**src/inc/panel_regs.vh**
```
// Constants shared by the front-panel display and diagnosis logic.
// Assumes a 5-digit panel driven with 5-bit glyph codes per digit.
`ifndef PANEL_REGS_VH
`define PANEL_REGS_VH

// Glyph codes: 0x00..0x0F are the hex digits themselves
`define GLYPH_BLANK     5'h10
`define GLYPH_HIGH      5'h11
`define GLYPH_LOW       5'h12
`define GLYPH_J         5'h13
`define GLYPH_G         5'h14
`define GLYPH_ZERO      5'h00

// Decimal point masks, bit 0 is the rightmost digit
`define DP_NONE         5'h00
`define DP_NEGATIVE     5'h18
`define DP_HIGH_PAGE    5'h02

// Special-function codes
`define SF_FORCE_ON     16'h0196
`define SF_FORCE_OFF    16'h0190

// Parameter selections while in parameter mode
`define SEL_FAULT_LAST  3'h4
`define SEL_JOG_SPEED   3'h5
`define SEL_FORCE_PAT   3'h6

// Diagnosis display selection
`define DIAG_NONE       2'h0
`define DIAG_INPUTS     2'h1
`define DIAG_OUTPUTS    2'h2

// Jog speed in r/min
`define JOG_DEFAULT     16'h0014
`define JOG_MIN         16'h0001
`define JOG_MAX         16'h1388

// Binary to BCD converter
`define BCD_LAST_STEP   6'h1F
`define BCD_ADJ_MIN     4'h5
`define BCD_ADJ         4'h3

`endif

```
**src/rtl/bcd_convert.v**
```verilog
// Sequential 32-bit binary to 10-digit BCD converter (shift and add 3).
// Assumes a single clock; one conversion takes 32 enabled cycles.
`timescale 1ns/1ps
`include "panel_regs.vh"

module bcd_convert (
    input  wire        clk,
    input  wire        rst,
    input  wire        ce,
    input  wire        start,
    input  wire [31:0] bin,
    output wire        busy,
    output reg  [39:0] bcd
);

    reg  [31:0] sh_q;
    reg  [39:0] acc_q;
    reg  [5:0]  cnt_q;
    reg         busy_q;
    wire [39:0] adj;

    // Add 3 to every BCD digit that is 5 or more before the next shift
    genvar g;
    generate
        for (g = 0; g < 10; g = g + 1) begin : digit
            assign adj[4*g+3:4*g] = (acc_q[4*g+3:4*g] >= `BCD_ADJ_MIN) ?
                                    acc_q[4*g+3:4*g] + `BCD_ADJ : acc_q[4*g+3:4*g];
        end
    endgenerate

    assign busy = busy_q;

    always @(posedge clk or posedge rst) begin
        if (rst) begin
            sh_q   <= 32'h0;
            acc_q  <= 40'h0;
            cnt_q  <= 6'h0;
            busy_q <= 1'b0;
            bcd    <= 40'h0;
        end else if (ce) begin
            if (!busy_q) begin
                if (start) begin
                    sh_q   <= bin;
                    acc_q  <= 40'h0;
                    cnt_q  <= 6'h0;
                    busy_q <= 1'b1;
                end
            end else begin
                sh_q  <= {sh_q[30:0], 1'b0};
                acc_q <= {adj[38:0], sh_q[31]};
                cnt_q <= cnt_q + 6'h1;
                if (cnt_q == `BCD_LAST_STEP) begin
                    busy_q <= 1'b0;
                    bcd    <= {adj[38:0], sh_q[31]};
                end
            end
        end
    end

endmodule

```
**src/rtl/panel_monitor_display_diag.v**
```verilog
// Front-panel logic: value formatting for a 5-digit display, fault history view,
// keypad jog, forced digital outputs and digital I/O diagnosis displays.
// Assumes keys are synchronous, debounced levels, high while pressed.
`timescale 1ns/1ps
`include "panel_regs.vh"

module panel_monitor_display_diag (
    // Clock and reset
    input  wire        CLK_SYS,
    input  wire        RESET,
    input  wire        CLK_EN,
    // Keypad levels
    input  wire        KEY_SET,
    input  wire        KEY_MODE,
    input  wire        KEY_UP,
    input  wire        KEY_DOWN,
    input  wire        KEY_SHIFT,
    // Monitored value
    input  wire [31:0] MON_VALUE,
    input  wire        MON_IS_32,
    input  wire        MON_SIGNED,
    // Parameter view
    input  wire        PANEL_PARAM,
    input  wire [2:0]  PARAM_SEL,
    input  wire [31:0] PARAM_VALUE,
    input  wire        PARAM_IS_32,
    input  wire        PARAM_HEX,
    input  wire        PARAM_SIGNED,
    input  wire [79:0] FAULT_HISTORY_SLOTS,
    // Parameter writes
    input  wire        SPECIAL_FUNCTION_WR,
    input  wire [15:0] SPECIAL_FUNCTION_PARAM,
    input  wire        FORCE_PATTERN_WR,
    input  wire [5:0]  FORCE_PATTERN_DATA,
    // Drive state and digital I/O
    input  wire        SERVO_ON,
    input  wire [1:0]  DIAG_SEL,
    input  wire [8:0]  DIGITAL_INPUTS_1_TO_9,
    input  wire [5:0]  NORMAL_OUTPUTS,
    output reg  [5:0]  DIGITAL_OUTPUTS_1_TO_6,
    output reg         FORCE_ACTIVE,
    output reg  [5:0]  OUTPUT_FORCE_PATTERN,
    // Jog
    output reg  [15:0] JOG_SPEED_PARAM,
    output reg         JOG_ACTIVE,
    output reg         JOG_FWD,
    output reg         JOG_REV,
    // Display
    output reg  [24:0] DISP_GLYPHS,
    output reg  [4:0]  DISP_POINTS,
    output reg         DISP_PAGE_HIGH,
    output reg         DISP_HEX
);

    localparam ST_VIEW   = 2'h0;
    localparam ST_FAULT  = 2'h1;
    localparam ST_JOGSPD = 2'h2;
    localparam ST_JOG    = 2'h3;

    reg  [1:0]  state_q;
    reg  [1:0]  state_d;
    reg         set_q;
    reg         mode_q;
    reg         up_q;
    reg         down_q;
    reg         shift_q;
    reg         page_q;
    reg         mon_hex_q;
    reg  [2:0]  fault_idx_q;
    reg  [15:0] jog_speed_d;

    wire        set_press   = KEY_SET & ~set_q;
    wire        mode_press  = KEY_MODE & ~mode_q;
    wire        up_press    = KEY_UP & ~up_q;
    wire        down_press  = KEY_DOWN & ~down_q;
    wire        shift_press = KEY_SHIFT & ~shift_q;

    // Selected source and its format
    reg  [31:0] val;
    reg         w32;
    reg         hex;
    reg         sgn;
    reg         jog_glyph;
    wire        neg;
    wire [15:0] mag16;
    wire [31:0] mag;
    wire        conv_busy;
    wire [39:0] bcd;
    reg  [24:0] glyphs_d;
    reg  [4:0]  points_d;
    wire        page_high;

    // Source selection
    always @* begin
        val       = MON_VALUE;
        w32       = MON_IS_32;
        hex       = mon_hex_q;
        sgn       = MON_SIGNED;
        jog_glyph = 1'b0;
        if (state_q == ST_JOG) begin
            jog_glyph = 1'b1;
        end else if (DIAG_SEL == `DIAG_INPUTS) begin
            val = {23'h0, DIGITAL_INPUTS_1_TO_9};
            w32 = 1'b0;
            hex = 1'b1;
            sgn = 1'b0;
        end else if (DIAG_SEL == `DIAG_OUTPUTS) begin
            val = {26'h0, DIGITAL_OUTPUTS_1_TO_6};
            w32 = 1'b0;
            hex = 1'b1;
            sgn = 1'b0;
        end else if (state_q == ST_FAULT) begin
            val = {16'h0, FAULT_HISTORY_SLOTS[{fault_idx_q, 4'h0} +: 16]};
            w32 = 1'b0;
            hex = 1'b0;
            sgn = 1'b0;
        end else if (state_q == ST_JOGSPD) begin
            val = {16'h0, JOG_SPEED_PARAM};
            w32 = 1'b0;
            hex = 1'b0;
            sgn = 1'b0;
        end else if (PANEL_PARAM) begin
            if (PARAM_SEL == `SEL_FORCE_PAT) begin
                val = {26'h0, OUTPUT_FORCE_PATTERN};
                w32 = 1'b0;
                hex = 1'b1;
                sgn = 1'b0;
            end else begin
                val = PARAM_VALUE;
                w32 = PARAM_IS_32;
                hex = PARAM_HEX;
                sgn = PARAM_SIGNED;
            end
        end
    end

    // Sign and magnitude; hex never carries a sign
    assign neg   = sgn & ~hex & (w32 ? val[31] : val[15]);
    assign mag16 = neg ? (16'h0 - val[15:0]) : val[15:0];
    assign mag   = w32 ? (neg ? (32'h0 - val) : val) : {16'h0, mag16};
    assign page_high = w32 & page_q;

    bcd_convert u_bcd (
        .clk   (CLK_SYS),
        .rst   (RESET),
        .ce    (CLK_EN),
        .start (~conv_busy),
        .bin   (mag),
        .busy  (conv_busy),
        .bcd   (bcd)
    );

    // Digit composition
    always @* begin
        glyphs_d = 25'h0;
        points_d = `DP_NONE;
        if (jog_glyph) begin
            glyphs_d = {`GLYPH_BLANK, `GLYPH_BLANK, `GLYPH_J, `GLYPH_ZERO, `GLYPH_G};
        end else if (hex) begin
            if (!w32) begin
                glyphs_d = {`GLYPH_BLANK, 1'b0, val[15:12], 1'b0, val[11:8],
                            1'b0, val[7:4], 1'b0, val[3:0]};
            end else if (page_high) begin
                glyphs_d = {`GLYPH_HIGH, 1'b0, val[31:28], 1'b0, val[27:24],
                            1'b0, val[23:20], 1'b0, val[19:16]};
            end else begin
                glyphs_d = {`GLYPH_LOW, 1'b0, val[15:12], 1'b0, val[11:8],
                            1'b0, val[7:4], 1'b0, val[3:0]};
            end
        end else begin
            if (page_high) begin
                glyphs_d = {1'b0, bcd[39:36], 1'b0, bcd[35:32], 1'b0, bcd[31:28],
                            1'b0, bcd[27:24], 1'b0, bcd[23:20]};
                points_d = `DP_HIGH_PAGE;
            end else begin
                glyphs_d = {1'b0, bcd[19:16], 1'b0, bcd[15:12], 1'b0, bcd[11:8],
                            1'b0, bcd[7:4], 1'b0, bcd[3:0]};
            end
            if (neg) begin
                points_d = points_d | `DP_NEGATIVE;
            end
        end
    end

    // Panel state machine
    always @* begin
        state_d = state_q;
        case (state_q)
            ST_VIEW: begin
                if (set_press && PANEL_PARAM) begin
                    if (PARAM_SEL <= `SEL_FAULT_LAST) begin
                        state_d = ST_FAULT;
                    end else if (PARAM_SEL == `SEL_JOG_SPEED) begin
                        state_d = ST_JOGSPD;
                    end
                end
            end
            ST_FAULT: begin
                if (set_press || mode_press) begin
                    state_d = ST_VIEW;
                end
            end
            ST_JOGSPD: begin
                if (set_press) begin
                    state_d = ST_JOG;
                end else if (mode_press) begin
                    state_d = ST_VIEW;
                end
            end
            ST_JOG: begin
                if (mode_press) begin
                    state_d = ST_VIEW;
                end
            end
            default: state_d = ST_VIEW;
        endcase
    end

    // Jog speed adjustment
    always @* begin
        jog_speed_d = JOG_SPEED_PARAM;
        if (state_q == ST_JOGSPD) begin
            if (up_press && !down_press && JOG_SPEED_PARAM < `JOG_MAX) begin
                jog_speed_d = JOG_SPEED_PARAM + 16'h0001;
            end else if (down_press && !up_press && JOG_SPEED_PARAM > `JOG_MIN) begin
                jog_speed_d = JOG_SPEED_PARAM - 16'h0001;
            end
        end
    end

    always @(posedge CLK_SYS or posedge RESET) begin
        if (RESET) begin
            state_q                <= ST_VIEW;
            set_q                  <= 1'b0;
            mode_q                 <= 1'b0;
            up_q                   <= 1'b0;
            down_q                 <= 1'b0;
            shift_q                <= 1'b0;
            page_q                 <= 1'b0;
            mon_hex_q              <= 1'b0;
            fault_idx_q            <= 3'h0;
            JOG_SPEED_PARAM        <= `JOG_DEFAULT;
            JOG_ACTIVE             <= 1'b0;
            JOG_FWD                <= 1'b0;
            JOG_REV                <= 1'b0;
            FORCE_ACTIVE           <= 1'b0;
            OUTPUT_FORCE_PATTERN   <= 6'h00;
            DIGITAL_OUTPUTS_1_TO_6 <= 6'h00;
            DISP_GLYPHS            <= 25'h0;
            DISP_POINTS            <= `DP_NONE;
            DISP_PAGE_HIGH         <= 1'b0;
            DISP_HEX               <= 1'b0;
        end else if (CLK_EN) begin
            set_q           <= KEY_SET;
            mode_q          <= KEY_MODE;
            up_q            <= KEY_UP;
            down_q          <= KEY_DOWN;
            shift_q         <= KEY_SHIFT;
            state_q         <= state_d;
            JOG_SPEED_PARAM <= jog_speed_d;
            if (state_q == ST_VIEW && set_press && PANEL_PARAM) begin
                fault_idx_q <= PARAM_SEL;
            end
            // Page and radix toggles only for 32-bit monitored variables
            if (state_q == ST_VIEW && !PANEL_PARAM && DIAG_SEL == `DIAG_NONE && MON_IS_32) begin
                if (shift_press) begin
                    page_q <= ~page_q;
                end
                if (set_press) begin
                    mon_hex_q <= ~mon_hex_q;
                end
            end
            JOG_ACTIVE <= (state_d == ST_JOG);
            JOG_FWD    <= (state_d == ST_JOG) & SERVO_ON & KEY_UP & ~KEY_DOWN;
            JOG_REV    <= (state_d == ST_JOG) & SERVO_ON & KEY_DOWN & ~KEY_UP;
            if (SPECIAL_FUNCTION_WR) begin
                if (SPECIAL_FUNCTION_PARAM == `SF_FORCE_ON) begin
                    FORCE_ACTIVE <= 1'b1;
                end else if (SPECIAL_FUNCTION_PARAM == `SF_FORCE_OFF) begin
                    FORCE_ACTIVE <= 1'b0;
                end
            end
            if (FORCE_PATTERN_WR) begin
                OUTPUT_FORCE_PATTERN <= FORCE_PATTERN_DATA;
            end
            DIGITAL_OUTPUTS_1_TO_6 <= FORCE_ACTIVE ? OUTPUT_FORCE_PATTERN : NORMAL_OUTPUTS;
            DISP_GLYPHS            <= glyphs_d;
            DISP_POINTS            <= points_d;
            DISP_PAGE_HIGH         <= page_high;
            DISP_HEX               <= hex & ~jog_glyph;
        end
    end

endmodule

```
**config.mk**
```make
export PLATFORM = sky130hd
export DESIGN_NAME = panel_monitor_display_diag
export DESIGN_NICKNAME = d
export VERILOG_FILES = /design/src/rtl/bcd_convert.v /design/src/rtl/panel_monitor_display_diag.v
export VERILOG_INCLUDE_DIRS = /design/src /design/src/inc
export SDC_FILE = /design/constraint.sdc
export NUM_CORES = 1
export LEC_CHECK = 0
export BUFFER_PORTS_ARGS = -buffer_cell sky130_fd_sc_hd__buf_2
export CORE_UTILIZATION = 45
export CTS_CLUSTER_SIZE = 25
export DETAILED_ROUTE_END_ITERATION = 6
export GPL_ROUTABILITY_DRIVEN = 0
export PLACE_DENSITY = 0.71
export SLEW_MARGIN = 5
export SYNTH_ARGS = -nofsm -noshare
export SYNTH_HDL_FRONTEND = slang
export SYNTH_SLANG_ARGS = --single-unit
export TNS_END_PERCENT = 10
```
**constraint.sdc**
```tcl
create_clock -name CLK_SYS -period 12.22 [get_ports CLK_SYS]
set_input_delay 3.055 -clock CLK_SYS [delete_from_list [all_inputs] [get_ports CLK_SYS]]
set_output_delay 3.055 -clock CLK_SYS [all_outputs]
set_load 0.005 [all_outputs]
```
# --- Yosys cells after proc, flatten, opt, wreduce, memory -nomap -nowiden ---
# Index checks and enable logic that the tools add are counted.
op_classes:
  n_addsub: 15
  order_cmp: 13
  n_eq_ne: 11
  shifts: 1
  n_mux: 69
  bitwise_logic: 25
  reduce_logical: 25
ops:
  columns: ["op", "count"]
  rows:
  - ["two-way mux 32 bit", 10]
  - ["indexed part select 80 x 8 -> 16 bit", 1]
  - ["two-way mux 25 bit", 2]
  - ["two-way mux 16 bit", 3]
  - ["two-way mux 22 bit", 2]
  - [">= comparator 4 x 3 -> 1 bit (second input constant)", 10]
  - ["two-way mux 40 bit", 1]
  - ["adder 4 x 2 -> 4 bit (second input constant)", 9]
  - ["two-way mux 4 bit", 9]
  - ["== test 16 x 9 -> 1 bit (second input constant)", 2]
  - ["subtractor 1 x 32 -> 32 bit (first input constant)", 1]
  - ["two-way mux 1 bit", 27]
  - ["two-way mux 24 bit", 1]
  - ["adder 16 x 1 -> 16 bit (second input constant)", 1]
  - ["> comparator 16 x 1 -> 1 bit (second input constant)", 1]
  - ["< comparator 16 x 13 -> 1 bit (second input constant)", 1]
  - ["subtractor 1 x 16 -> 16 bit (first input constant)", 1]
  - ["subtractor 16 x 1 -> 16 bit (second input constant)", 1]
  - ["two-way mux 5 bit", 3]
  - ["AND reduction 3 bit", 5]
  - ["bitwise AND 1 bit", 14]
  - ["two-way mux 2 bit", 7]
  - ["two-way mux 6 bit", 2]
  - ["inverter 1 bit", 11]
  - ["15 further kinds", 34]
totals:
  ff_bits: 195
  inputBits: 203
  wordCells: 184

# --- Logic depth before layout (Yosys ltp) ---
logic_depth:
  depth_word: 14
  depth_mapped: 14

# --- Hierarchy ---
# A second synthesis with hierarchy kept.
hier_totals:
  hier_cells: 1394
  area_unflattened_um2: 12358.1
modules_own_cells:
  columns: ["module", "n_inst", "cells_per_inst", "area_per_inst_um2", "seq_area_each_um2"]
  rows:
  - ["panel_monitor_display_diag", 1, 871, 6759.0, 1754.2]
  - ["bcd_convert", 1, 523, 5599.1, 2977.9]

# --- Worst setup path after synthesis ---
# Ideal clock, no wire load.
synth_path:
  path_type: "input -> register"
  from: "input port PARAM_SEL[0]"
  to: "register u_bcd.sh_q[28]"
  arrival_time_ns: 5.777
  path_slack_ns: 6.372
  path_stages: 13
  n_path_buf: 1
  path_cell_list: "nand3b_1 > buf_2 > a211oi_1 > nor3_1 > a211o_1 > a31o_2 > o21ai_0 > ha_1 > and3_1 > nand3_1 > or2_1 > or4_1 > nand4_1"
synth_between:
  elab_chain_len: 14
  elab_cells_between_ends: 37
synth_lines:
  columns: ["element", "line", "rtl"]
  rows:
  - ["from (decl)", "panel_monitor_display_diag.v:24", "input wire [2:0] PARAM_SEL,"]
  - ["== test 3 bit (no line) *", null, null]
  - ["branches (longest 11 deep; another with subtractor 1 x 32 -> 32 bit)", null, null]
  - ["two-way mux 32 bit *", "panel_monitor_display_diag.v:140", "assign mag = w32 ? (neg ? (32'h0 - val) : val) : {16'h0, mag16};"]
  - ["two-way mux 32 bit *", "bcd_convert.v:41", "if (!busy_q) begin"]
  - ["to (signal assigned)", "bcd_convert.v:43", "sh_q <= bin;"]
  - ["to (signal assigned)", "bcd_convert.v:49", "sh_q <= {sh_q[30:0], 1'b0};"]
  - ["to (decl)", "bcd_convert.v:16", "reg [31:0] sh_q;"]
# Mark *: on every way between the ends.
# A chain may end at the register's enable or synchronous reset.

# --- Worst setup path after layout ---
# Same ends and word-level chain as after synthesis.

==> flow_summary.html <==
<table>
<tr><th>Metric</th><th>Value</th></tr>
<tr><th colspan="2">Status</th></tr>
<tr><td>Run status</td><td>finished with violations</td></tr>
<tr><td>Failing checks</td><td>design-rule violations</td></tr>
<tr><th colspan="2">Pwr</th></tr>
<tr><td>Lkg Pwr</td><td>6.47 nW</td></tr>
<tr><td>Power per standard cell area</td><td>roughly 190 nW/um2</td></tr>
<tr><td>Total design power</td><td>0.00272 W</td></tr>
<tr><td>Peak supply drop</td><td>0.0000904 V</td></tr>
<tr><th colspan="2">Placement</th></tr>
<tr><td>Total placed instance area</td><td>13500 um2</td></tr>
<tr><td>Quantity of I/O buffers inserted on ports</td><td>around 260</td></tr>
<tr><td>Setup Slack @ Placement</td><td>between 5 and 6 ns</td></tr>
<tr><td>Half-perimeter wire length of the detailed placement result</td><td>29.5 mm</td></tr>
<tr><th colspan="2">Synth</th></tr>
<tr><td>Biggest area contributors in the synthesized netlist</td><td>sky130_fd_sc_hd__dfrtp_1 39%, sky130_fd_sc_hd__o21ai_0 5.8%, sky130_fd_sc_hd__a21oi_1 4.9%, sky130_fd_sc_hd__nand2_1 4.8%, sky130_fd_sc_hd__mux2i_1 3.0%</td></tr>
<tr><td>Sequential element share of the synthesized area</td><td>0.392</td></tr>
<tr><td>Mapped Avg Cell Area</td><td>8.71 um2</td></tr>
<tr><td>Yosys top cell by area</td><td>sky130_fd_sc_hd__dfrtp_1</td></tr>
<tr><td>Yosys warnings</td><td>0</td></tr>
<tr><td>Number of cells produced by synthesis</td><td>~1400</td></tr>
<tr><td>Most used flip-flop cell after synthesis</td><td>sky130_fd_sc_hd__dfrtp_1</td></tr>
<tr><td>Register bit count reported by yosys</td><td>~190</td></tr>
<tr><td>Synthesized cell area</td><td>between 10000 and 15000 um2</td></tr>
<tr><td>Area share of the largest cell type after synthesis</td><td>0.388</td></tr>
<tr><td>Number of enable flip-flop cells after synthesis</td><td>0</td></tr>
<tr><td>Fraction of registers with async set/reset</td><td>1.00</td></tr>
<tr><td>Unique masters post-synth</td><td>a little under 90</td></tr>
<tr><th colspan="2">Global routing</th></tr>
<tr><td>GRT Util Overall</td><td>0.293</td></tr>
<tr><td>Aggregate global routing overflow</td><td>0</td></tr>
<tr><td>Initial antenna violation count</td><td>1</td></tr>
<tr><td>Pin count of the biggest net entering global routing</td><td>approximately 110</td></tr>
<tr><td>Wire length of the first global-routing pass</td><td>63.3 mm</td></tr>
<tr><td>Via count of the first global-routing pass</td><td>between 10000 and 15000</td></tr>
<tr><th colspan="2">Cells and area</th></tr>
<tr><td>Most common cell after layout, fill and taps aside</td><td>sky130_fd_sc_hd__buf_2</td></tr>
<tr><td>Commonest non-fill, non-tap cells in the layout</td><td>262 x sky130_fd_sc_hd__buf_2, 186 x sky130_fd_sc_hd__dfrtp_1, 153 x sky130_fd_sc_hd__nand2_1, 140 x sky130_fd_sc_hd__o21ai_0, 117 x sky130_fd_sc_hd__a21oi_1</td></tr>
<tr><td>Area overhead of the layout relative to synthesis</td><td>17.0%</td></tr>
<tr><td>Fraction of final layout cells with drive strength greater than 1</td><td>0.236</td></tr>
<tr><td>Area of all placed cells without fillers</td><td>around 14000 um2</td></tr>
<tr><td>NumNets Final</td><td>~1800</td></tr>
<tr><td>Filler instances</td><td>2492</td></tr>
<tr><th colspan="2">Detailed routing</th></tr>
<tr><td>Vias</td><td>between 10000 and 15000</td></tr>
<tr><td>Average via count per standard cell</td><td>~6.1</td></tr>
<tr><td>Iteration-0 DRC count of the detailed router</td><td>around 1300</td></tr>
<tr><td>TritonRoute pass-1 iters</td><td>7</td></tr>
<tr><td>Routed wire length</td><td>40.5 mm</td></tr>
<tr><td>Count of unresolved DRC violations after routing</td><td>32</td></tr>
<tr><td>Average detailed-routed wire length per instance</td><td>about 21 um</td></tr>
<tr><td>Routed Antenna Nets</td><td>0</td></tr>
<tr><th colspan="2">Critical path</th></tr>
<tr><td>Critical R2R Capture</td><td>u_bcd.sh_q[12]</td></tr>
<tr><td>Crit Path Category</td><td>in -&gt; reg</td></tr>
<tr><td>Crit end category</td><td>flop</td></tr>
<tr><td>CP Launch Type</td><td>input port</td></tr>
<tr><td>Beginning of the worst register-to-register path</td><td>state_q[0]</td></tr>
<tr><td>Crit-path slowest cell</td><td>sky130_fd_sc_hd__a211oi_1</td></tr>
<tr><td>Reg2Reg Depth</td><td>9</td></tr>
<tr><td>Number of cells on the critical path</td><td>13</td></tr>
<tr><td>Required time of the critical path</td><td>12.58 ns</td></tr>
<tr><td>Delay of the slowest cell on the worst path</td><td>approximately 0.56 ns</td></tr>
<tr><td>Reg2reg setup slack</td><td>7.77 ns</td></tr>
<tr><td>Gate family responsible for the most delay along the worst path</td><td>simple AND/OR/NAND/NOR gates</td></tr>
<tr><td>Total buffers and inverters traversed by the critical path</td><td>1</td></tr>
<tr><td>CP Data Arrival Time</td><td>between 6 and 7 ns</td></tr>
<tr><td>Worst setup path startpoint</td><td>PARAM_SEL[0]</td></tr>
<tr><td>Cell breakdown of the critical path</td><td>buf_2 -&gt; nand3b_1 -&gt; a211oi_1 -&gt; nor3_1 -&gt; a211o_1 -&gt; a31o_2 -&gt; o21ai_0 -&gt; ha_1 -&gt; and3_1 -&gt; nand3_1 -&gt; or2_1 -&gt; or4_1 -&gt; nand4_1</td></tr>
<tr><td>Critical path peak fanout</td><td>12</td></tr>
<tr><td>Worst setup path endpoint</td><td>u_bcd.sh_q[28]</td></tr>
<tr><th colspan="2">STA</th></tr>
<tr><td>RSZ-0062 raised after global routing</td><td>false</td></tr>
<tr><td>Setup WS post-layout</td><td>roughly 6 ns</td></tr>
<tr><td>Share of the clock period used by the worst path</td><td>0.505</td></tr>
<tr><td>Final setup TNS</td><td>0 ns</td></tr>
<tr><td>Max-slew violation total from the final report</td><td>0</td></tr>
<tr><td>Final-report setup violation count</td><td>0</td></tr>
<tr><td>Worst Max-Slew Pin Slew</td><td>about 1.1 ns</td></tr>
<tr><td>Final clock skew</td><td>around 0.018 ns</td></tr>
<tr><td>Period minus WS final</td><td>between 6 and 7 ns</td></tr>
<tr><td>Upper clock frequency limit</td><td>roughly 0.16 GHz</td></tr>
<tr><td>Endpoints failing hold</td><td>0</td></tr>
<tr><td>Worst-case headroom to the max-slew limit</td><td>0.266</td></tr>
<tr><th colspan="2">Clocking</th></tr>
<tr><td>H-tree level count</td><td>4</td></tr>
<tr><td>Clock tree sinks</td><td>between 150 and 200</td></tr>
<tr><td>Max clock buf depth</td><td>2</td></tr>
<tr><td>Post-CTS setup-driven buffer insertion count</td><td>0</td></tr>
<tr><td>Hold buffer count at cts</td><td>0</td></tr>
<tr><td>CTS tree</td><td>built</td></tr>
<tr><td>Clock root buffer</td><td>sky130_fd_sc_hd__clkbuf_16</td></tr>
<tr><td>Post-CTS clock slew at the launch and capture registers of the worst setup and hold paths</td><td>about 0.07 ns</td></tr>
<tr><td>Insertion delay to the later sink of the worst-skew pair</td><td>around 0.44 ns</td></tr>
<tr><td>Inserted Clock Buffers</td><td>17</td></tr>
<tr><td>CTS resizes</td><td>0</td></tr>
<tr><th colspan="2">Die</th></tr>
<tr><td>Number of top-level pins</td><td>roughly 270</td></tr>
<tr><td>Core Box Area</td><td>26200 um2</td></tr>
<tr><td>Die area</td><td>about 27000 um2</td></tr>
<tr><td>Core Rows</td><td>59</td></tr>
<tr><td>Initial Utilization</td><td>0.460</td></tr>
<tr><td>Die outline width</td><td>about 170 um</td></tr>
<tr><td>Chip Height</td><td>166 um</td></tr>
<tr><th colspan="2">Flow run</th></tr>
<tr><td>Max-cap violations</td><td>0</td></tr>
<tr><th colspan="2">Hold path</th></tr>
<tr><td>Worst hold path class</td><td>reg -&gt; reg</td></tr>
<tr><td>Hold Path Depth</td><td>2</td></tr>
</table>
[flip-flops by register name (all words and copies together) (netlist names), 2 cells and up]
register / flops
u_bcd.bcd: 40
DISP_POINTS: 2
u_bcd.acc_q: 40
OUTPUT_FORCE_PATTERN: 6
fault_idx_q: 3
u_bcd.cnt_q: 6
DIGITAL_OUTPUTS_1_TO_6: 6
u_bcd.sh_q: 32
DISP_GLYPHS: 22
JOG_SPEED_PARAM: 16
state_q: 2
[power breakdown]
group | internal [W] | switching (W)
Combinational | 0.000466 | 0.000627
Clock | 0.000335 | 0.000280
Sequential | 0.000808 | 0.000204
Total | 0.00161 | 0.00111
[metal layers]
| metal | track usage | routed length (um) |
|---|---|---|
| met1 | 0.376 | 16100 |
| met2 | 0.480 | 19100 |
| met3 | 0.0579 | 3660 |
| met4 | 0.131 | 1650 |
| met5 | 0 | 0 |
[worst min-delay path by stage]
| stage | startpoint | end | slack, ns |
|---|---|---|---|
| 4_1_cts | u_bcd.bcd[20] | u_bcd.bcd[20] | 0.49 |
| 2_1_floorplan | u_bcd.bcd[0] | u_bcd.bcd[0] | 0.45 |
| 6_report | u_bcd.bcd[2] | u_bcd.bcd[2] | 0.48 |
| 5_1_grt | DISP_GLYPHS[24] | DISP_GLYPHS[24] | 0.50 |
| 3_5_place_dp | u_bcd.sh_q[0] | u_bcd.sh_q[0] | 0.47 |
| 3_3_place_gp | u_bcd.bcd[2] | u_bcd.bcd[2] | 0.46 |
[worst register-to-register path: stages (launching register included)]
cell and delay, ns:
sky130_fd_sc_hd__dfrtp_1 0.62, sky130_fd_sc_hd__buf_4 0.31, sky130_fd_sc_hd__nor2b_1 0.87, sky130_fd_sc_hd__o221ai_1 0.56
sky130_fd_sc_hd__and2_1 0.40, sky130_fd_sc_hd__o2111ai_1 0.93, sky130_fd_sc_hd__a41oi_1 0.19, sky130_fd_sc_hd__xnor2_1 0.24
sky130_fd_sc_hd__a21oi_1 0.09, sky130_fd_sc_hd__a21o_1 0.16
[logic make-up after synthesis]
kind of cell / share of synthesized area
fa+ha+maj: 0.0259
other cells: 0.000311
buf+inv: 0.0557
flops: 0.392
compound gates: 0.229
xor+xnor: 0.0436
simple gates: 0.192
mux: 0.0616
[synthesized netlist by cell type (8+ instances only)]
master,n
sky130_fd_sc_hd__nand4_1,8
sky130_fd_sc_hd__buf_4,12
sky130_fd_sc_hd__o22ai_1,25
sky130_fd_sc_hd__nand2b_1,23
sky130_fd_sc_hd__o21ai_0,141
sky130_fd_sc_hd__mux2i_1,36
sky130_fd_sc_hd__nand2_1,153
sky130_fd_sc_hd__nor3_1,35
sky130_fd_sc_hd__dfrtp_1,187
sky130_fd_sc_hd__or3b_2,9
sky130_fd_sc_hd__nand3b_1,12
sky130_fd_sc_hd__a22oi_1,20
sky130_fd_sc_hd__ha_1,25
sky130_fd_sc_hd__clkbuf_1,59
sky130_fd_sc_hd__mux2_2,30
sky130_fd_sc_hd__nor4_1,15
sky130_fd_sc_hd__or3_1,10
sky130_fd_sc_hd__nor3b_1,11
sky130_fd_sc_hd__buf_2,18
sky130_fd_sc_hd__inv_1,45
sky130_fd_sc_hd__o2bb2ai_1,16
sky130_fd_sc_hd__nor2b_1,12
sky130_fd_sc_hd__nand3_1,18
sky130_fd_sc_hd__a21oi_1,117
sky130_fd_sc_hd__xnor2_1,31
sky130_fd_sc_hd__nor2_1,85
sky130_fd_sc_hd__xor2_1,24
sky130_fd_sc_hd__and3_1,34
sky130_fd_sc_hd__a31oi_1,28
[through the flow]
step | cells | util | hold WS (ns)
after detailed placement | 1902 | 0.514 | 0.470
after floorplan | 1388 | - | 0.446
after CTS | 1934 | 0.538 | 0.487
after global routing | 1935 | 0.539 | 0.501
after global placement | 1902 | 0.514 | 0.462
final | 1935 | 0.539 | 0.481
[cell type report]
| class | instances | area, um2 | share of cell area |
|---|---|---|---|
| Sequential cell | 189 | 4730 | 0.335 |
| Antenna cell | 1 | 2.50 | 0.000177 |
| Timing Repair Buffer | 280 | 1450 | 0.102 |
| Tap cell | 335 | 419 | 0.0297 |
| Inverter | 47 | 184 | 0.0130 |
| Clock inverter | 15 | 215 | 0.0152 |
| Multi-Input combinational cell | 1051 | 6690 | 0.474 |
| Clock buffer | 17 | 425 | 0.0301 |
Note: power is estimated with default switching activity, not from simulation.
